<file path="config.mk">
export PLATFORM = sky130hd
export DESIGN_NAME = sat_spi_device_flat
export DESIGN_NICKNAME = d
export VERILOG_FILES = /design/src/verilog/sat_spi_pkg.sv /design/src/verilog/sat_spi_if.sv /design/src/verilog/sat_spi_device.sv /design/src/flat_wrapper.sv
export VERILOG_INCLUDE_DIRS = /design/src /design/src/verilog
export SDC_FILE = /design/constraint.sdc
export NUM_CORES = 1
export LEC_CHECK = 0
export ABC_AREA = 0
export BUFFER_PORTS_ARGS = -buffer_cell sky130_fd_sc_hd__buf_2
export CAP_MARGIN = 20
export CORE_ASPECT_RATIO = 2
export CORE_MARGIN = 1.5
export CORE_UTILIZATION = 52
export CTS_BUF_LIST = sky130_fd_sc_hd__clkbuf_16
export DETAILED_ROUTE_END_ITERATION = 8
export GPL_TIMING_DRIVEN = 0
export PLACE_DENSITY_LB_ADDON = 0.15
export SLEW_MARGIN = 20
export SYNTH_ARGS = -nofsm -noshare
export SYNTH_HDL_FRONTEND = slang
export SYNTH_SLANG_ARGS = --single-unit
</file>
<file path="constraint.sdc">
create_clock -name pclk -period 2.3 [get_ports pclk]
set_input_delay 0.345 -clock pclk [delete_from_list [all_inputs] [get_ports pclk]]
set_output_delay 0.345 -clock pclk [all_outputs]
set_load 0.1 [all_outputs]
</file>
<file path="src/verilog/sat_spi_params.svh">
// Constants for the satellite SPI frame: layout, field positions, timing.
// Assumes the includer has a 100 MHz pclk.
`ifndef SAT_SPI_PARAMS_SVH
`define SAT_SPI_PARAMS_SVH
`define WORD_BITS 16
`define FRAME_WORDS 5
`define FRAME_BITS 80
`define CNT_W 7
`define W_MSB 15
// Command and response word fields
`define CCR_SEL_BIT 14
`define CCR_WR_BIT 13
`define MCR_KEEP_MASK 16'h3FFC
`define MCR_PROTO_HI 13
`define MCR_PROTO_LO 10
`define MCR_SYNC_HI 9
`define MCR_SYNC_LO 8
`define MCR_AUXA_EN 7
`define MCR_AUXB_EN 6
`define MCR_AUXA_SEL 5
`define MCR_AUXB_SEL 4
`define MCR_FAMILY 3
`define MCR_RXD 2
`define SR_TAG 16'h4000
`define SR_FAULT_W 9
// Timing in microseconds, clock rate and time field width
`define CLK_MHZ 100
`define SYNC_US_00 20
`define SYNC_US_01 30
`define SYNC_US_10 40
`define SYNC_US_11 80
`define RXD_FIXED_US 62
`define RXD_EXTRA_US 20
`define TIME_W 14
// Host register byte offsets and default sclk half-period count
`define HOST_CTRL 8'h00
`define HOST_STATUS 8'h04
`define HOST_TX0 8'h08
`define HOST_RX0 8'h1C
`define HOST_WORD_STEP 8'h04
`define HOST_HALF_DEF 10
`endif

</file>
<file path="src/verilog/sat_spi_pkg.sv">
// Types for the satellite SPI link: word_t for both ends, host_state_e for the host end.
// Assumes nothing beyond a SystemVerilog compiler.
package sat_spi_pkg;
  typedef logic [15:0] word_t;
  typedef enum logic [2:0]
  {
    H_IDLE = 3'b000,
    H_LEAD = 3'b001,
    H_LOW = 3'b010,
    H_HIGH = 3'b011,
    H_TAIL = 3'b100,
    H_GAP = 3'b101
  } host_state_e;
endpackage

</file>
<file path="src/verilog/sat_spi_if.sv">
// Four-wire satellite SPI link between host and device.
// Assumes the bench connects both modports; miso idles high when undriven.
interface sat_spi_if;
  logic sclk;
  logic cs_n;
  logic mosi;
  logic miso_o;
  logic miso_oe;
  logic miso;
  assign miso = miso_oe ? miso_o : 1'b1;
  modport device (input sclk, input cs_n, input mosi, output miso_o, output miso_oe);
  modport host (output sclk, output cs_n, output mosi, input miso);
endinterface

</file>
<file path="src/verilog/sat_spi_device.sv">
// Device end: 80-bit satellite frame, module config word, aux pin control.
// Assumes link pins are asynchronous to pclk and the SPI clock idles low.
`include "sat_spi_params.svh"
module sat_spi_device
  import sat_spi_pkg::*;
#(
  parameter int unsigned SYNC_CYC_00 = `SYNC_US_00 * `CLK_MHZ,
  parameter int unsigned SYNC_CYC_01 = `SYNC_US_01 * `CLK_MHZ,
  parameter int unsigned SYNC_CYC_10 = `SYNC_US_10 * `CLK_MHZ,
  parameter int unsigned SYNC_CYC_11 = `SYNC_US_11 * `CLK_MHZ,
  parameter int unsigned RXD_FIXED_CYC = `RXD_FIXED_US * `CLK_MHZ,
  parameter int unsigned RXD_EXTRA_CYC = `RXD_EXTRA_US * `CLK_MHZ
)
(
  input wire logic pclk,
  input wire logic presetn,
  sat_spi_if.device link,
  input wire logic [63:0] chan_data,
  input wire logic [`SR_FAULT_W-1:0] sat_fault,
  input wire logic [1:0] ch_above_thr,
  input wire logic [1:0] ch_on,
  output logic [15:0] module_config_word,
  output logic [63:0] channel_config,
  output logic [`TIME_W-1:0] sync_high_cycles,
  output logic [`TIME_W-1:0] rx_disable_cycles,
  output logic [1:0] aux_out_pin_o,
  output logic [1:0] aux_out_pin_oe,
  output logic [1:0] aux_analog_en,
  output logic frame_done
);

  function automatic word_t fix_lo(input word_t w);
    fix_lo = {w[15:1], ~^w[15:1]};
  endfunction

  function automatic word_t fix_hi(input word_t w);
    fix_hi = {~^w[14:0], w[14:0]};
  endfunction

  ////////////////////////////////////////////////////////////////////////
  // Pin synchronisers: change accepted when stages two and three agree
  logic [2:0] s_sclk, s_cs, s_mosi;
  logic f_sclk, f_cs_n, f_mosi;
  logic d_sclk, d_cs_n;

  always_ff @(posedge pclk or negedge presetn)
  begin
    if (!presetn)
    begin
      s_sclk <= 3'h0;
      s_cs <= 3'h7;
      s_mosi <= 3'h0;
    end
    else
    begin
      s_sclk <= {s_sclk[1:0], link.sclk};
      s_cs <= {s_cs[1:0], link.cs_n};
      s_mosi <= {s_mosi[1:0], link.mosi};
    end
  end

  always_ff @(posedge pclk or negedge presetn)
  begin
    if (!presetn)
    begin
      f_sclk <= 1'b0;
      f_cs_n <= 1'b1;
      f_mosi <= 1'b0;
      d_sclk <= 1'b0;
      d_cs_n <= 1'b1;
    end
    else
    begin
      if (s_sclk[1] == s_sclk[2])
        f_sclk <= s_sclk[2];
      if (s_cs[1] == s_cs[2])
        f_cs_n <= s_cs[2];
      if (s_mosi[1] == s_mosi[2])
        f_mosi <= s_mosi[2];
      d_sclk <= f_sclk;
      d_cs_n <= f_cs_n;
    end
  end

  logic cs_fall, cs_rise, sck_rise, sck_fall;
  assign cs_fall = d_cs_n && !f_cs_n;
  assign cs_rise = !d_cs_n && f_cs_n;
  assign sck_rise = !f_cs_n && !d_sclk && f_sclk;
  assign sck_fall = !f_cs_n && d_sclk && !f_sclk;

  ////////////////////////////////////////////////////////////////////////
  // Shifting
  logic [`FRAME_BITS-1:0] rx_sh, tx_sh, next_tx;
  logic [`CNT_W-1:0] bit_cnt;

  always_ff @(posedge pclk or negedge presetn)
  begin
    if (!presetn)
    begin
      rx_sh <= '0;
      bit_cnt <= '0;
    end
    else if (cs_fall)
      bit_cnt <= '0;
    else if (sck_rise)
    begin
      rx_sh <= {rx_sh[`FRAME_BITS-2:0], f_mosi};
      if (bit_cnt <= `CNT_W'(`FRAME_BITS))
        bit_cnt <= bit_cnt + `CNT_W'(1);
    end
  end

  always_ff @(posedge pclk or negedge presetn)
  begin
    if (!presetn)
      tx_sh <= '0;
    else if (cs_fall)
      tx_sh <= next_tx;
    else if (sck_fall)
      tx_sh <= {tx_sh[`FRAME_BITS-2:0], 1'b0};
  end

  always_ff @(posedge pclk or negedge presetn)
  begin
    if (!presetn)
    begin
      link.miso_o <= 1'b1;
      link.miso_oe <= 1'b0;
    end
    else
    begin
      link.miso_o <= tx_sh[`FRAME_BITS-1];
      link.miso_oe <= !f_cs_n;
    end
  end

  ////////////////////////////////////////////////////////////////////////
  // Frame commit at deselect
  word_t cmd [`FRAME_WORDS];
  logic [`FRAME_WORDS-1:0] par_ok;
  logic frame_ok;
  for (genvar i = 0; i < `FRAME_WORDS; i++)
  begin : g_word
    assign cmd[i] = rx_sh[`FRAME_BITS-1-i*`WORD_BITS -: `WORD_BITS];
    assign par_ok[i] = ^cmd[i];
  end
  assign frame_ok = bit_cnt == `CNT_W'(`FRAME_BITS);

  logic [3:0] was_ccr;
  logic err_prev;

  always_ff @(posedge pclk or negedge presetn)
  begin
    if (!presetn)
    begin
      module_config_word <= '0;
      channel_config <= '0;
      was_ccr <= 4'hF;
      err_prev <= 1'b0;
      frame_done <= 1'b0;
    end
    else
    begin
      frame_done <= cs_rise;
      if (cs_rise)
      begin
        err_prev <= !frame_ok || !(&par_ok);
        if (frame_ok)
        begin
          if (par_ok[0])
            module_config_word <= cmd[0] & `MCR_KEEP_MASK;
          for (int c = 0; c < 4; c++)
          begin
            was_ccr[c] <= cmd[c+1][`CCR_SEL_BIT];
            if (par_ok[c+1] && cmd[c+1][`CCR_SEL_BIT] && cmd[c+1][`CCR_WR_BIT])
              channel_config[c*`WORD_BITS +: `WORD_BITS] <= cmd[c+1];
          end
        end
      end
    end
  end

  ////////////////////////////////////////////////////////////////////////
  // Response assembly for the next frame
  logic [3:0] kind_hold;
  word_t resp [`FRAME_WORDS];
  word_t status_w;
  logic any_data;

  assign any_data = !(&was_ccr);

  always_ff @(posedge pclk or negedge presetn)
  begin
    if (!presetn)
      kind_hold <= 4'h0;
    else if (cs_fall && any_data)
      kind_hold <= ~was_ccr;
  end

  always_comb
  begin
    status_w = fix_lo({err_prev, 1'b0, any_data ? ~was_ccr : kind_hold, sat_fault, 1'b0})
               | `SR_TAG;
    status_w[0] = ~^status_w[15:1];
    if (any_data)
      resp[0] = status_w;
    else
      resp[0] = fix_lo({err_prev, module_config_word[14:0]});
    for (int c = 0; c < 4; c++)
    begin
      if (was_ccr[c])
        resp[c+1] = fix_hi({1'b0, 1'b1, channel_config[c*`WORD_BITS +: 14]});
      else
        resp[c+1] = chan_data[c*`WORD_BITS +: `WORD_BITS];
    end
    if (!(&was_ccr[2:0]))
      resp[4] = status_w;
    next_tx = {resp[0], resp[1], resp[2], resp[3], resp[4]};
  end

  ////////////////////////////////////////////////////////////////////////
  // Configuration decode
  always_ff @(posedge pclk or negedge presetn)
  begin
    if (!presetn)
      sync_high_cycles <= `TIME_W'(SYNC_CYC_00);
    else
      unique case (module_config_word[`MCR_SYNC_HI:`MCR_SYNC_LO])
        2'b00: sync_high_cycles <= `TIME_W'(SYNC_CYC_00);
        2'b01: sync_high_cycles <= `TIME_W'(SYNC_CYC_01);
        2'b10: sync_high_cycles <= `TIME_W'(SYNC_CYC_10);
        2'b11: sync_high_cycles <= `TIME_W'(SYNC_CYC_11);
      endcase
  end

  always_ff @(posedge pclk or negedge presetn)
  begin
    if (!presetn)
      rx_disable_cycles <= `TIME_W'(RXD_FIXED_CYC);
    else if (module_config_word[`MCR_RXD])
      rx_disable_cycles <= sync_high_cycles + `TIME_W'(RXD_EXTRA_CYC);
    else
      rx_disable_cycles <= `TIME_W'(RXD_FIXED_CYC);
  end

  logic [1:0] aux_en, aux_sel;
  assign aux_en = {module_config_word[`MCR_AUXB_EN], module_config_word[`MCR_AUXA_EN]};
  assign aux_sel = {module_config_word[`MCR_AUXB_SEL], module_config_word[`MCR_AUXA_SEL]};

  always_ff @(posedge pclk or negedge presetn)
  begin
    if (!presetn)
    begin
      aux_out_pin_o <= 2'h0;
      aux_out_pin_oe <= 2'h0;
      aux_analog_en <= 2'h0;
    end
    else
    begin
      aux_out_pin_oe <= aux_en & aux_sel;
      aux_analog_en <= aux_en & ~aux_sel;
      aux_out_pin_o <= ~(ch_on & ch_above_thr);
    end
  end

endmodule

</file>
<file path="src/flat_wrapper.sv">
// flat-port wrapper written by rule: the top's interface ports become plain ports
module sat_spi_device_flat import sat_spi_pkg::*;
#(
  parameter int unsigned SYNC_CYC_00 = `SYNC_US_00 * `CLK_MHZ,
  parameter int unsigned SYNC_CYC_01 = `SYNC_US_01 * `CLK_MHZ,
  parameter int unsigned SYNC_CYC_10 = `SYNC_US_10 * `CLK_MHZ,
  parameter int unsigned SYNC_CYC_11 = `SYNC_US_11 * `CLK_MHZ,
  parameter int unsigned RXD_FIXED_CYC = `RXD_FIXED_US * `CLK_MHZ,
  parameter int unsigned RXD_EXTRA_CYC = `RXD_EXTRA_US * `CLK_MHZ
)
  (pclk, presetn, chan_data, sat_fault, ch_above_thr, ch_on, module_config_word, channel_config, sync_high_cycles, rx_disable_cycles, aux_out_pin_o, aux_out_pin_oe, aux_analog_en, frame_done, link_sclk, link_cs_n, link_mosi, link_miso_o, link_miso_oe);
  sat_spi_if link_i ();
  input wire logic pclk;
  input wire logic presetn;
  input wire logic [63:0] chan_data;
  input wire logic [`SR_FAULT_W-1:0] sat_fault;
  input wire logic [1:0] ch_above_thr;
  input wire logic [1:0] ch_on;
  output logic [15:0] module_config_word;
  output logic [63:0] channel_config;
  output logic [`TIME_W-1:0] sync_high_cycles;
  output logic [`TIME_W-1:0] rx_disable_cycles;
  output logic [1:0] aux_out_pin_o;
  output logic [1:0] aux_out_pin_oe;
  output logic [1:0] aux_analog_en;
  output logic frame_done;
  input wire logic [$bits(link_i.sclk)-1:0] link_sclk;
  input wire logic [$bits(link_i.cs_n)-1:0] link_cs_n;
  input wire logic [$bits(link_i.mosi)-1:0] link_mosi;
  output wire logic [$bits(link_i.miso_o)-1:0] link_miso_o;
  output wire logic [$bits(link_i.miso_oe)-1:0] link_miso_oe;
  assign link_i.sclk = link_sclk;
  assign link_i.cs_n = link_cs_n;
  assign link_i.mosi = link_mosi;
  assign link_miso_o = link_i.miso_o;
  assign link_miso_oe = link_i.miso_oe;
  sat_spi_device #(.SYNC_CYC_00(SYNC_CYC_00), .SYNC_CYC_01(SYNC_CYC_01), .SYNC_CYC_10(SYNC_CYC_10), .SYNC_CYC_11(SYNC_CYC_11), .RXD_FIXED_CYC(RXD_FIXED_CYC), .RXD_EXTRA_CYC(RXD_EXTRA_CYC)) u_core (.pclk(pclk), .presetn(presetn), .link(link_i), .chan_data(chan_data), .sat_fault(sat_fault), .ch_above_thr(ch_above_thr), .ch_on(ch_on), .module_config_word(module_config_word), .channel_config(channel_config), .sync_high_cycles(sync_high_cycles), .rx_disable_cycles(rx_disable_cycles), .aux_out_pin_o(aux_out_pin_o), .aux_out_pin_oe(aux_out_pin_oe), .aux_analog_en(aux_analog_en), .frame_done(frame_done));
endmodule
</file>
==> metrics, run 1 <==
status finished, final reports clean; power density relative to cell area 776 mW/mm²; critical path fanouts, max 6; Post-Layout Inst Area 0.0166 mm²; number of global-route vias before repair 10,175; Netlist Area Pre-Place roughly 0.014 mm²; maximum clock skew at final layout 0.0161 ns; Slew HR 0.516; half-perimeter wire length after placement about 25 mm; Placement Cell Area around 0.015 mm²; area taken by multi-input logic gates slightly above 0.006 mm²; commonest cells after routing, fill and taps aside sky130_fd_sc_hd__dfrtp_1, sky130_fd_sc_hd__buf_2, sky130_fd_sc_hd__nand2_1, sky130_fd_sc_hd__mux2_2, sky130_fd_sc_hd__xnor2_1; final setup vio count 0; Core Area ~0.026 mm²; ratio of cells with drive above 1 in the final layout 0.318; I/O pin count 199; clock latency on the worst-skew pair ~0.56 ns; post-placement setup slack -0.484 ns; crit path launch type flip-flop; hold violation count in the final report 0; total via count after detailed routing roughly 10,000; setup repair after global routing missed its margin yes; Pre-antenna DRT Iters 5; Num CTS Buffers 27; Clock H-tree levels 1; Final min period 2.24 ns; largest net degree at the start of global routing 102; Net Sw Power 3.64 mW; Unique masters post-synth 51; clock tree from TritonCTS done; Min-Delay Path Class input pin to flip-flop; die area between 0.02 and 0.03 mm²; fraction of power consumed by sequential logic 0.476; Crit Path Class flip-flop to flip-flop; leakage power summed over all cells 7.95 nW; global-route wire length before repair ~54 mm; CTS clock-pin slew for the worst setup and hold paths 0.07 ns; switch share 0.283; number of DRC markers after the initial detailed-route iteration 527; count of filler cells inserted in the layout 2,227; leading cell type in the layout, fill and taps excluded sky130_fd_sc_hd__dfrtp_1; die span in y 234 µm; Tot GR Track Use 0.248; register area 0.00738 mm²; count of nets left with antenna violations after detail routing 0; relative area change from synthesis to final layout 19.7%; number of vias per cell after detailed routing about 5.4; slew of the pin with the lowest slew margin 0.726 ns; cell count after synthesis 1,203; count of flip-flops with a built-in enable after synthesis 0; root buffer selected by CTS sky130_fd_sc_hd__clkbuf_16; input/output buffers approximately 190; portion of the post-synthesis area used by sequential elements 0.533; data required time of the critical path 2.73 ns; combinational fraction of design power 0.163; fraction of the cycle the final worst path needs 0.972; Yosys reg bits 294; starting density of the core 0.527; Site Rows 84; total DRC errors in the routed layout 0; total congestion overflow after global routing 0; routed wirelength normalized by instance count 18.7 µm; Post-Syn Area per Cell 11.5 µm²; fraction of registers with async set/reset 1.00; cells taking the most area after synthesis sky130_fd_sc_hd__dfrtp_1, sky130_fd_sc_hd__mux2_2, sky130_fd_sc_hd__xnor2_1; antenna violations before repair 1; number of clock sinks around 300; Main synth FF type sky130_fd_sc_hd__dfrtp_1; Clock power frac 0.361; total power 12.8 mW; endpoint type of the worst setup path flip-flop; share of Yosys cell area claimed by the top area cell type 0.497; worst-case clock buffer depth 3; worst slack on hold paths 0.0689 ns; achievable clock frequency 447 MHz; number of max-slew violations in the final report 0; width of the die roughly 120 µm; worst-case setup margin in the final layout 0.0647 ns; arrival time of the worst setup path 2.66 ns; gp weighted congestion 0.872; number of maximum-capacitance constraint violations 0; wire length reported by the detailed router 34.0 mm; number of warning messages in the yosys log 0; worst supply voltage drop on vdd 1.08 mV; cell type with the highest aggregate area in the netlist sky130_fd_sc_hd__dfrtp_1; internal power of the cells 9.21 mW; Layout Nets 1,540
-- repair_timing --
action,in CTS,in global routing
gates cloned,1,1
setup endpoints to repair,193,152
resized for setup,16,29
hold buffers,8,0
setup buffers,9,2
hold endpoints to repair,93,0
pin swaps,2,2
-- cell type report --
cell class              count  area share
clock buffers              27      0.0408
clock inverters            23      0.0140
repair buffers            208      0.0743
diodes                      1    0.000151
plain buffers              77      0.0243
inverters                   9     0.00234
flip-flops and latches    294       0.446
multi-input cells         832       0.372
well taps                 344      0.0260
-- stage by stage --
step / utilization / setup TNS (ns) / std cells
after floorplan: - / 0 / 1214
after global placement: 0.580 / -1327.79 / 1743
after detailed placement: 0.582 / -40.36 / 1745
after CTS: 0.627 / 0 / 1812
after global routing: 0.630 / -0.00720 / 1814
final: 0.630 / 0 / 1815
-- cells in the mapped netlist (2+ instances only) --
cell                       instances
sky130_fd_sc_hd__a211oi_1         39
sky130_fd_sc_hd__a21oi_1          38
sky130_fd_sc_hd__a31oi_1          41
sky130_fd_sc_hd__and2_1            6
sky130_fd_sc_hd__and3_1            4
sky130_fd_sc_hd__buf_1             7
sky130_fd_sc_hd__buf_2             2
sky130_fd_sc_hd__buf_4            16
sky130_fd_sc_hd__buf_6             2
sky130_fd_sc_hd__clkbuf_1         52
sky130_fd_sc_hd__conb_1            2
sky130_fd_sc_hd__dfrtp_1         275
sky130_fd_sc_hd__dfstp_2          19
sky130_fd_sc_hd__ha_1              9
sky130_fd_sc_hd__inv_1             8
sky130_fd_sc_hd__maj3_1            3
sky130_fd_sc_hd__mux2_2          137
sky130_fd_sc_hd__mux2_4           16
sky130_fd_sc_hd__mux2i_1          28
sky130_fd_sc_hd__nand2_1         162
sky130_fd_sc_hd__nand2b_1         12
sky130_fd_sc_hd__nand3_1           6
sky130_fd_sc_hd__nand4_1           5
sky130_fd_sc_hd__nand4_2           2
sky130_fd_sc_hd__nand4_4           2
sky130_fd_sc_hd__nor2_1           34
sky130_fd_sc_hd__nor2b_1          34
sky130_fd_sc_hd__nor3_1            3
sky130_fd_sc_hd__o211ai_1          2
sky130_fd_sc_hd__o21ai_0          60
sky130_fd_sc_hd__o22ai_1           2
sky130_fd_sc_hd__o32ai_1           2
sky130_fd_sc_hd__xnor2_1         136
sky130_fd_sc_hd__xnor3_1           2
sky130_fd_sc_hd__xor2_1           19
-- flip-flops by register name, indices dropped and copies added (netlist names), 3 cells and up --
| signal | flops |
|---|---|
| u_core.s_cs | 3 |
| u_core.s_mosi | 3 |
| u_core.was_ccr | 4 |
| u_core.bit_cnt | 7 |
| u_core.cmd | 80 |
| u_core.s_sclk | 3 |
| u_core.tx_sh | 80 |
| u_core.rx_disable_cycles | 11 |
| u_core.channel_config | 64 |
| u_core.sync_high_cycles | 8 |
| u_core.module_config_word | 12 |
| u_core.kind_hold | 4 |
-- per-layer routing --
layer	up-vias	wire length [µm]	part of all wire	track usage
li1	4585	-	-	-
met1	4882	12900	0.38	0.283
met2	269	18400	0.54	0.461
met3	72	1540	0.045	0.0352
met4	2	1160	0.034	0.106
met5	-	7	0.00021	0
-- power by group through the flow --
stage	logic (mW)	clock network, mW	registers (mW)
3_3_place_gp	1.84	0	6.18
3_5_place_dp	1.90	0	6.19
4_1_cts	2.03	4.72	6.09
5_1_grt	2.32	4.92	6.17
6_report	2.10	4.64	6.11
2_1_floorplan	1.25	0	6.16
-- path summary, 6_finish.rpt --
check	start	endpoint	slack [ns]	cells after the start
setup / recovery	u_core.bit_cnt[1]$_DFFE_PN0P_	u_core.channel_config[21]$_DFFE_PN0P_	0.06	9
hold / removal	chan_data[46]	u_core.tx_sh[30]$_DFFE_PN0P_	0.07	3
setup reg to reg	u_core.bit_cnt[1]$_DFFE_PN0P_	u_core.channel_config[21]$_DFFE_PN0P_	0.06	9
hold reg to reg	u_core.s_sclk[0]$_DFF_PN0_	u_core.s_sclk[1]$_DFF_PN0_	0.35	0
max in group asynchronous	presetn	u_core.cmd[34]$_DFFE_PN0P_	0.45	4
min in group asynchronous	presetn	u_core.aux_analog_en[1]$_DFF_PN0_	0.41	2
-- worst max-delay path: stages (launching register included) --
cell and delay, ns:
sky130_fd_sc_hd__dfrtp_1 0.40, sky130_fd_sc_hd__inv_2 0.08, sky130_fd_sc_hd__ha_1 0.16, sky130_fd_sc_hd__or3b_4 0.40, sky130_fd_sc_hd__nor2_4 0.14, sky130_fd_sc_hd__buf_12 0.15, sky130_fd_sc_hd__buf_12 0.11, sky130_fd_sc_hd__nand4_4 0.17
sky130_fd_sc_hd__buf_8 0.20, sky130_fd_sc_hd__mux2_4 0.29
-- logic make-up after synthesis --
group	Yosys count	share of synthesized area
muxes	181	0.149
xor gates and xnor gates	157	0.101
and+or+nand+nor	276	0.0924
adders and majority gates	12	0.0103
buffers and inverters	88	0.0295
DFF	294	0.533
other	2	0.000543
AOI/OAI and AO/OA	193	0.0836
(Power assumes the default switching activity.)
==> inputs of run 2 (changes only) <==
CORE_ASPECT_RATIO = 1.2   (was 2)
==> run 2 against run 1 <==
Core utilization increased by 0.22 points. Critical path depth decreased by 5. Global-route usage shrank 1.0 points. Worst hold slack got worse by 0.017 ns. Final cell count is 0.22% lower. Total power up 0.97%. Via count rose by 0.16%. Non-clock buffer count down 2.
==> metrics, run 2 (synthesized netlist as in run 1, its figures left out) <==
endpoint type of the worst setup path flip-flop; CTS clock-pin slew for the worst setup and hold paths 0.07 ns; global-route wire length before repair roughly 53 mm; input/output buffers between 150 and 200; relative area change from synthesis to final layout 20.1%; maximum clock skew at final layout approximately 0.014 ns; Num CTS Buffers 30; total via count after detailed routing 9,826; crit path launch type flip-flop; switch share 0.274; Crit Path Class flip-flop to flip-flop; Final min period 2.24 ns; clock tree from TritonCTS done; Net Sw Power 3.56 mW; leading cell type in the layout, fill and taps excluded sky130_fd_sc_hd__dfrtp_1; largest net degree at the start of global routing 86; register area 0.00738 mm²; number of DRC markers after the initial detailed-route iteration ~500; final setup vio count 0; number of global-route vias before repair 9,787; count of filler cells inserted in the layout approximately 2,200; gp weighted congestion 0.905; number of vias per cell after detailed routing 5.43; commonest cells after routing, fill and taps aside sky130_fd_sc_hd__dfrtp_1, sky130_fd_sc_hd__buf_2, sky130_fd_sc_hd__nand2_1, sky130_fd_sc_hd__mux2_2, sky130_fd_sc_hd__xnor2_1; total DRC errors in the routed layout 0; wire length reported by the detailed router about 33 mm; leakage power summed over all cells 7.99 nW; status finished, final reports clean; slew of the pin with the lowest slew margin 0.740 ns; total congestion overflow after global routing 0; fraction of power consumed by sequential logic 0.472; number of max-slew violations in the final report 0; worst supply voltage drop on vdd 0.559 mV; number of clock sinks 294; number of maximum-capacitance constraint violations 0; starting density of the core 0.527; arrival time of the worst setup path 2.73 ns; Clock H-tree levels 1; width of the die around 150 µm; antenna violations before repair 3; Layout Nets 1,541; area taken by multi-input logic gates between 0.006 and 0.007 mm²; power density relative to cell area 781 mW/mm²; clock latency on the worst-skew pair 0.56 ns; Slew HR 0.507; half-perimeter wire length after placement between 20 and 25 mm; Pre-antenna DRT Iters 6; setup total negative slack 0 ns; hold violation count in the final report 0; Core Area 0.0263 mm²; Clock power frac 0.382; root buffer selected by CTS sky130_fd_sc_hd__clkbuf_16; Layout Utilization 0.633; total power 13.0 mW; data required time of the critical path roughly 2.8 ns; Tot GR Track Use 0.238; worst-case clock buffer depth 3; fraction of the cycle the final worst path needs 0.974; ratio of cells with drive above 1 in the final layout 0.313; Site Rows 65; count of nets left with antenna violations after detail routing 0; critical path fanouts, max 10; achievable clock frequency 446 MHz; die area 0.0276 mm²; I/O pin count 199; die span in y 182 µm; Min-Delay Path Class input pin to flip-flop; internal power of the cells 9.41 mW; routed wirelength normalized by instance count 18.1 µm; combinational fraction of design power 0.146
run 2: final timing paths:
check	from	endpoint	slack [ns]	depth (start not counted)
worst min register to register	u_core.s_mosi[0]$_DFF_PN0_	u_core.s_mosi[1]$_DFF_PN0_	0.35	0
min in group asynchronous	presetn	u_core.channel_config[14]$_DFFE_PN0P_	0.29	2
worst min-delay path	chan_data[62]	u_core.tx_sh[14]$_DFFE_PN0P_	0.05	3
worst max-delay path	u_core.was_ccr[0]$_DFFE_PN1P_	u_core.tx_sh[15]$_DFFE_PN0P_	0.06	4
worst max register to register	u_core.was_ccr[0]$_DFFE_PN1P_	u_core.tx_sh[15]$_DFFE_PN0P_	0.06	4
max in group asynchronous	presetn	u_core.cmd[22]$_DFFE_PN0P_	0.46	5
run 2: per-layer routing:
layer | vias to the layer above | wire (µm) | GRT usage
met5 | - | 24 | 0
met4 | 4 | 601 | 0.0610
met3 | 50 | 1890 | 0.0368
met2 | 264 | 15900 | 0.394
met1 | 4900 | 14500 | 0.329
li1 | 4608 | - | -
run 2: cell type report:
type | instances | area share
repair buffers | 206 | 0.0733
inverters | 9 | 0.00218
clock inverters | 25 | 0.0142
diodes | 2 | 0.000301
multi-input cells | 832 | 0.370
well taps | 335 | 0.0252
clock buffers | 31 | 0.0467
flip-flops and latches | 294 | 0.444
plain buffers | 77 | 0.0239
run 2: what timing repair did:
action	4_1_cts	5_1_grt
cloned	1	0
pin swaps	3	1
hold buffers	8	0
endpoints found under the hold margin	50	0
buffers inserted	9	0
endpoints found under the setup margin	192	85
gates resized for setup	20	16
run 2: power groups by stage:
stage / Clock, mW / Combinational (mW) / Sequential, mW
finish: 4.96 / 1.90 / 6.12
global route: 5.26 / 2.12 / 6.18
CTS: 5.05 / 1.91 / 6.11
detailed placement: 0 / 1.82 / 6.19
global placement: 0 / 1.75 / 6.18
floorplan: 0 / 1.25 / 6.16
run 2: metrics by stage:
stage	setup slack [ns]	hold WS (ns)	instance area, µm²	cells
floorplan	0.0938	0.0494	13900	1214
global placement	-4.62	0.333	15200	1734
detailed placement	-0.506	0.285	15300	1737
CTS	0.00594	0.0351	16600	1810
global route	-0.0359	0.0495	16600	1809
finish	0.0590	0.0520	16600	1811
run 2: worst max-delay path, stage by stage, from the launching register on:
cell and delay (ns):
sky130_fd_sc_hd__dfstp_2 0.58, sky130_fd_sc_hd__clkbuf_1 0.46, sky130_fd_sc_hd__nand3_1 0.38, sky130_fd_sc_hd__a2111oi_1 0.59, sky130_fd_sc_hd__a211o_1 0.17
==> inputs of run 3 (changes only) <==
CORE_MARGIN = 5   (was 1.5)
==> run 3 against run 2 <==
Fmax up 2.3%. Combinational power is essentially flat. Worst setup slack better by 0.050 ns. Sequential cell count unchanged. Die area grew 8.6%. Critical path depth is 3 higher.
==> metrics, run 3 (synthesized netlist as in run 1, its figures left out) <==
area taken by multi-input logic gates 0.00615 mm²; antenna diode count 0; worst-case clock buffer depth 3; CTS clock-pin slew for the worst setup and hold paths 0.06 ns; die span in y 189 µm; number of global-route vias before repair 10,018; relative area change from synthesis to final layout 19.3%; status finished, final reports clean; number of max-slew violations in the final report 0; register area 0.00738 mm²; leakage power summed over all cells roughly 8 nW; number of DRC markers after the initial detailed-route iteration 584; total DRC errors in the routed layout 0; sequence of cells on the critical path buf_2 > nand2_1 > o21ai_1 > xnor3_1 > xnor3_1 > o21ai_0 > nand2_1; Layout Nets 1,541; final setup vio count 0; leading cell type in the layout, fill and taps excluded sky130_fd_sc_hd__dfrtp_1; Non-Filler Instances between 1,500 and 2,000; routed wirelength normalized by instance count 18.5 µm; worst supply voltage drop on vdd 0.831 mV; largest net degree at the start of global routing about 90; Core Area 0.0263 mm²; count of filler cells inserted in the layout 2,170; antenna violations before repair 2; clock tree from TritonCTS done; gp weighted congestion 0.918; GR Layer Usage met1 0.309; Min-Delay Path Class input pin to flip-flop; global-route wire length before repair around 54 mm; GR Layer Usage met3 0.0374; root buffer selected by CTS sky130_fd_sc_hd__clkbuf_16; fraction of the cycle the final worst path needs 0.953; wire length reported by the detailed router 33.5 mm; starting density of the core 0.527; crit path launch type flip-flop; Post-Layout Inst Area 0.0165 mm²; achievable clock frequency around 460 MHz; data required time of the critical path 2.73 ns; ratio of cells with drive above 1 in the final layout 0.309; Slew HR 0.534; crit path max-delay cell type sky130_fd_sc_hd__dfstp_2; die area 0.0300 mm²; width of the die between 150 and 200 µm; met2 layer usage reported by global route 0.356; Tot GR Track Use 0.220; commonest cells after routing, fill and taps aside sky130_fd_sc_hd__dfrtp_1, sky130_fd_sc_hd__buf_2, sky130_fd_sc_hd__nand2_1, sky130_fd_sc_hd__mux2_2, sky130_fd_sc_hd__xnor2_1; maximum clock skew at final layout 0.00878 ns; Site Rows 65; setup repair after global routing missed its margin no; critical path fanouts, max 8; total via count after detailed routing 9,842; largest stage delay on the critical path roughly 0.5 ns; number of maximum-capacitance constraint violations 0; Clock H-tree levels 1; number of vias per cell after detailed routing approximately 5.4; total congestion overflow after global routing 0; number of clock sinks 294; power density relative to cell area 758 mW/mm²; arrival time of the worst setup path around 2.6 ns; most used routing layer met2; Placement Cell Area 0.0153 mm²; I/O pin count 199; # placed instances 1,737; Crit Path Class flip-flop to flip-flop; clock latency on the worst-skew pair 0.54 ns; Pre-antenna DRT Iters 5; Final min period 2.19 ns; count of nets left with antenna violations after detail routing 0; input/output buffers between 150 and 200; half-perimeter wire length after placement ~24 mm; slew of the pin with the lowest slew margin between 0.6 and 0.7 ns; endpoint type of the worst setup path flip-flop; hold violation count in the final report 0; Num CTS Buffers 30
-- run 3: cell types whose count changed in the layout (fill, tap and decap cells not counted) --
cell / change
sky130_fd_sc_hd__a21oi_1: -1
sky130_fd_sc_hd__clkbuf_2: -2
sky130_fd_sc_hd__clkbuf_1: +4
sky130_fd_sc_hd__diode_2: -2
sky130_fd_sc_hd__bufinv_16: -3
sky130_fd_sc_hd__clkinv_2: +1
sky130_fd_sc_hd__clkinvlp_4: -3
sky130_fd_sc_hd__buf_4: +1
sky130_fd_sc_hd__clkinv_1: +6
sky130_fd_sc_hd__buf_1: -3
sky130_fd_sc_hd__inv_2: +1
sky130_fd_sc_hd__inv_6: -2
sky130_fd_sc_hd__a21oi_2: +1
-- run 3: power by group --
part | switching [mW] | total, mW | leakage (nW) | internal (mW)
combinational | 1.13 | 1.90 | 3.67 | 0.767
clock | 1.97 | 4.50 | 0.475 | 2.53
sequential | 0.372 | 6.12 | 3.81 | 5.75
-- run 3: metrics by stage --
| step | util | setup TNS, ns | power [mW] | hold WS [ns] | worst slack [ns] |
|---|---|---|---|---|---|
| after floorplan | - | 0 | 7.41 | 0.0494 | 0.0938 |
| after global placement | 0.580 | -1339.13 | 7.94 | 0.335 | -4.55 |
| after detailed placement | 0.583 | -45.70 | 8.01 | 0.294 | -0.494 |
| after CTS | 0.628 | 0 | 12.6 | 0.0365 | 0.0106 |
| after global routing | 0.629 | 0 | 13.1 | 0.0477 | 0.00589 |
| final | 0.629 | 0 | 12.5 | 0.0571 | 0.109 |
-- run 3: routing by layer --
layer	routed length (µm)	vias up
li1	-	4610
met1	14500	4861
met2	15900	289
met3	2050	78
met4	1060	4
met5	32	-
-- run 3: worst max-delay path, delay by kind of cell, from the launching register on --
family	cells	cell delay [ns]
AO/OA/AOI/OAI	2	0.40
XOR/XNOR	2	0.74
buffers and inverters	1	0.19
flip-flops	1	0.51
AND/OR/NAND/NOR	2	0.24
-- run 3: timing repair --
| action | 4_1_cts | 5_1_grt |
|---|---|---|
| gates resized for setup | 21 | 14 |
| buffers inserted | 9 | 0 |
| cloned | 1 | 0 |
| setup endpoints to repair | 177 | 98 |
| hold endpoints to repair | 57 | 0 |
| pin swaps | 2 | 1 |
| hold buffers | 8 | 0 |
-- run 3: worst paths after layout --
path	to	slack [ns]	depth (start not counted)	start
max	u_core.tx_sh[0]$_DFFE_PN0P_	0.11	7	u_core.was_ccr[2]$_DFFE_PN1P_
min	u_core.tx_sh[14]$_DFFE_PN0P_	0.06	3	chan_data[62]
max reg2reg	u_core.tx_sh[0]$_DFFE_PN0P_	0.11	7	u_core.was_ccr[2]$_DFFE_PN1P_
min reg2reg	u_core.s_mosi[1]$_DFF_PN0_	0.35	0	u_core.s_mosi[0]$_DFF_PN0_
max in group asynchronous	u_core.cmd[22]$_DFFE_PN0P_	0.77	4	presetn
min in group asynchronous	u_core.channel_config[5]$_DFFE_PN0P_	0.32	2	presetn
-- run 3: final cells by class --
class,count,share of cell area
well taps,335,0.0254
multi-input cells,832,0.372
plain buffers,77,0.0242
flip-flops and latches,294,0.447
repair buffers,206,0.0738
inverters,9,0.00220
clock buffers,31,0.0470
clock inverters,25,0.00826
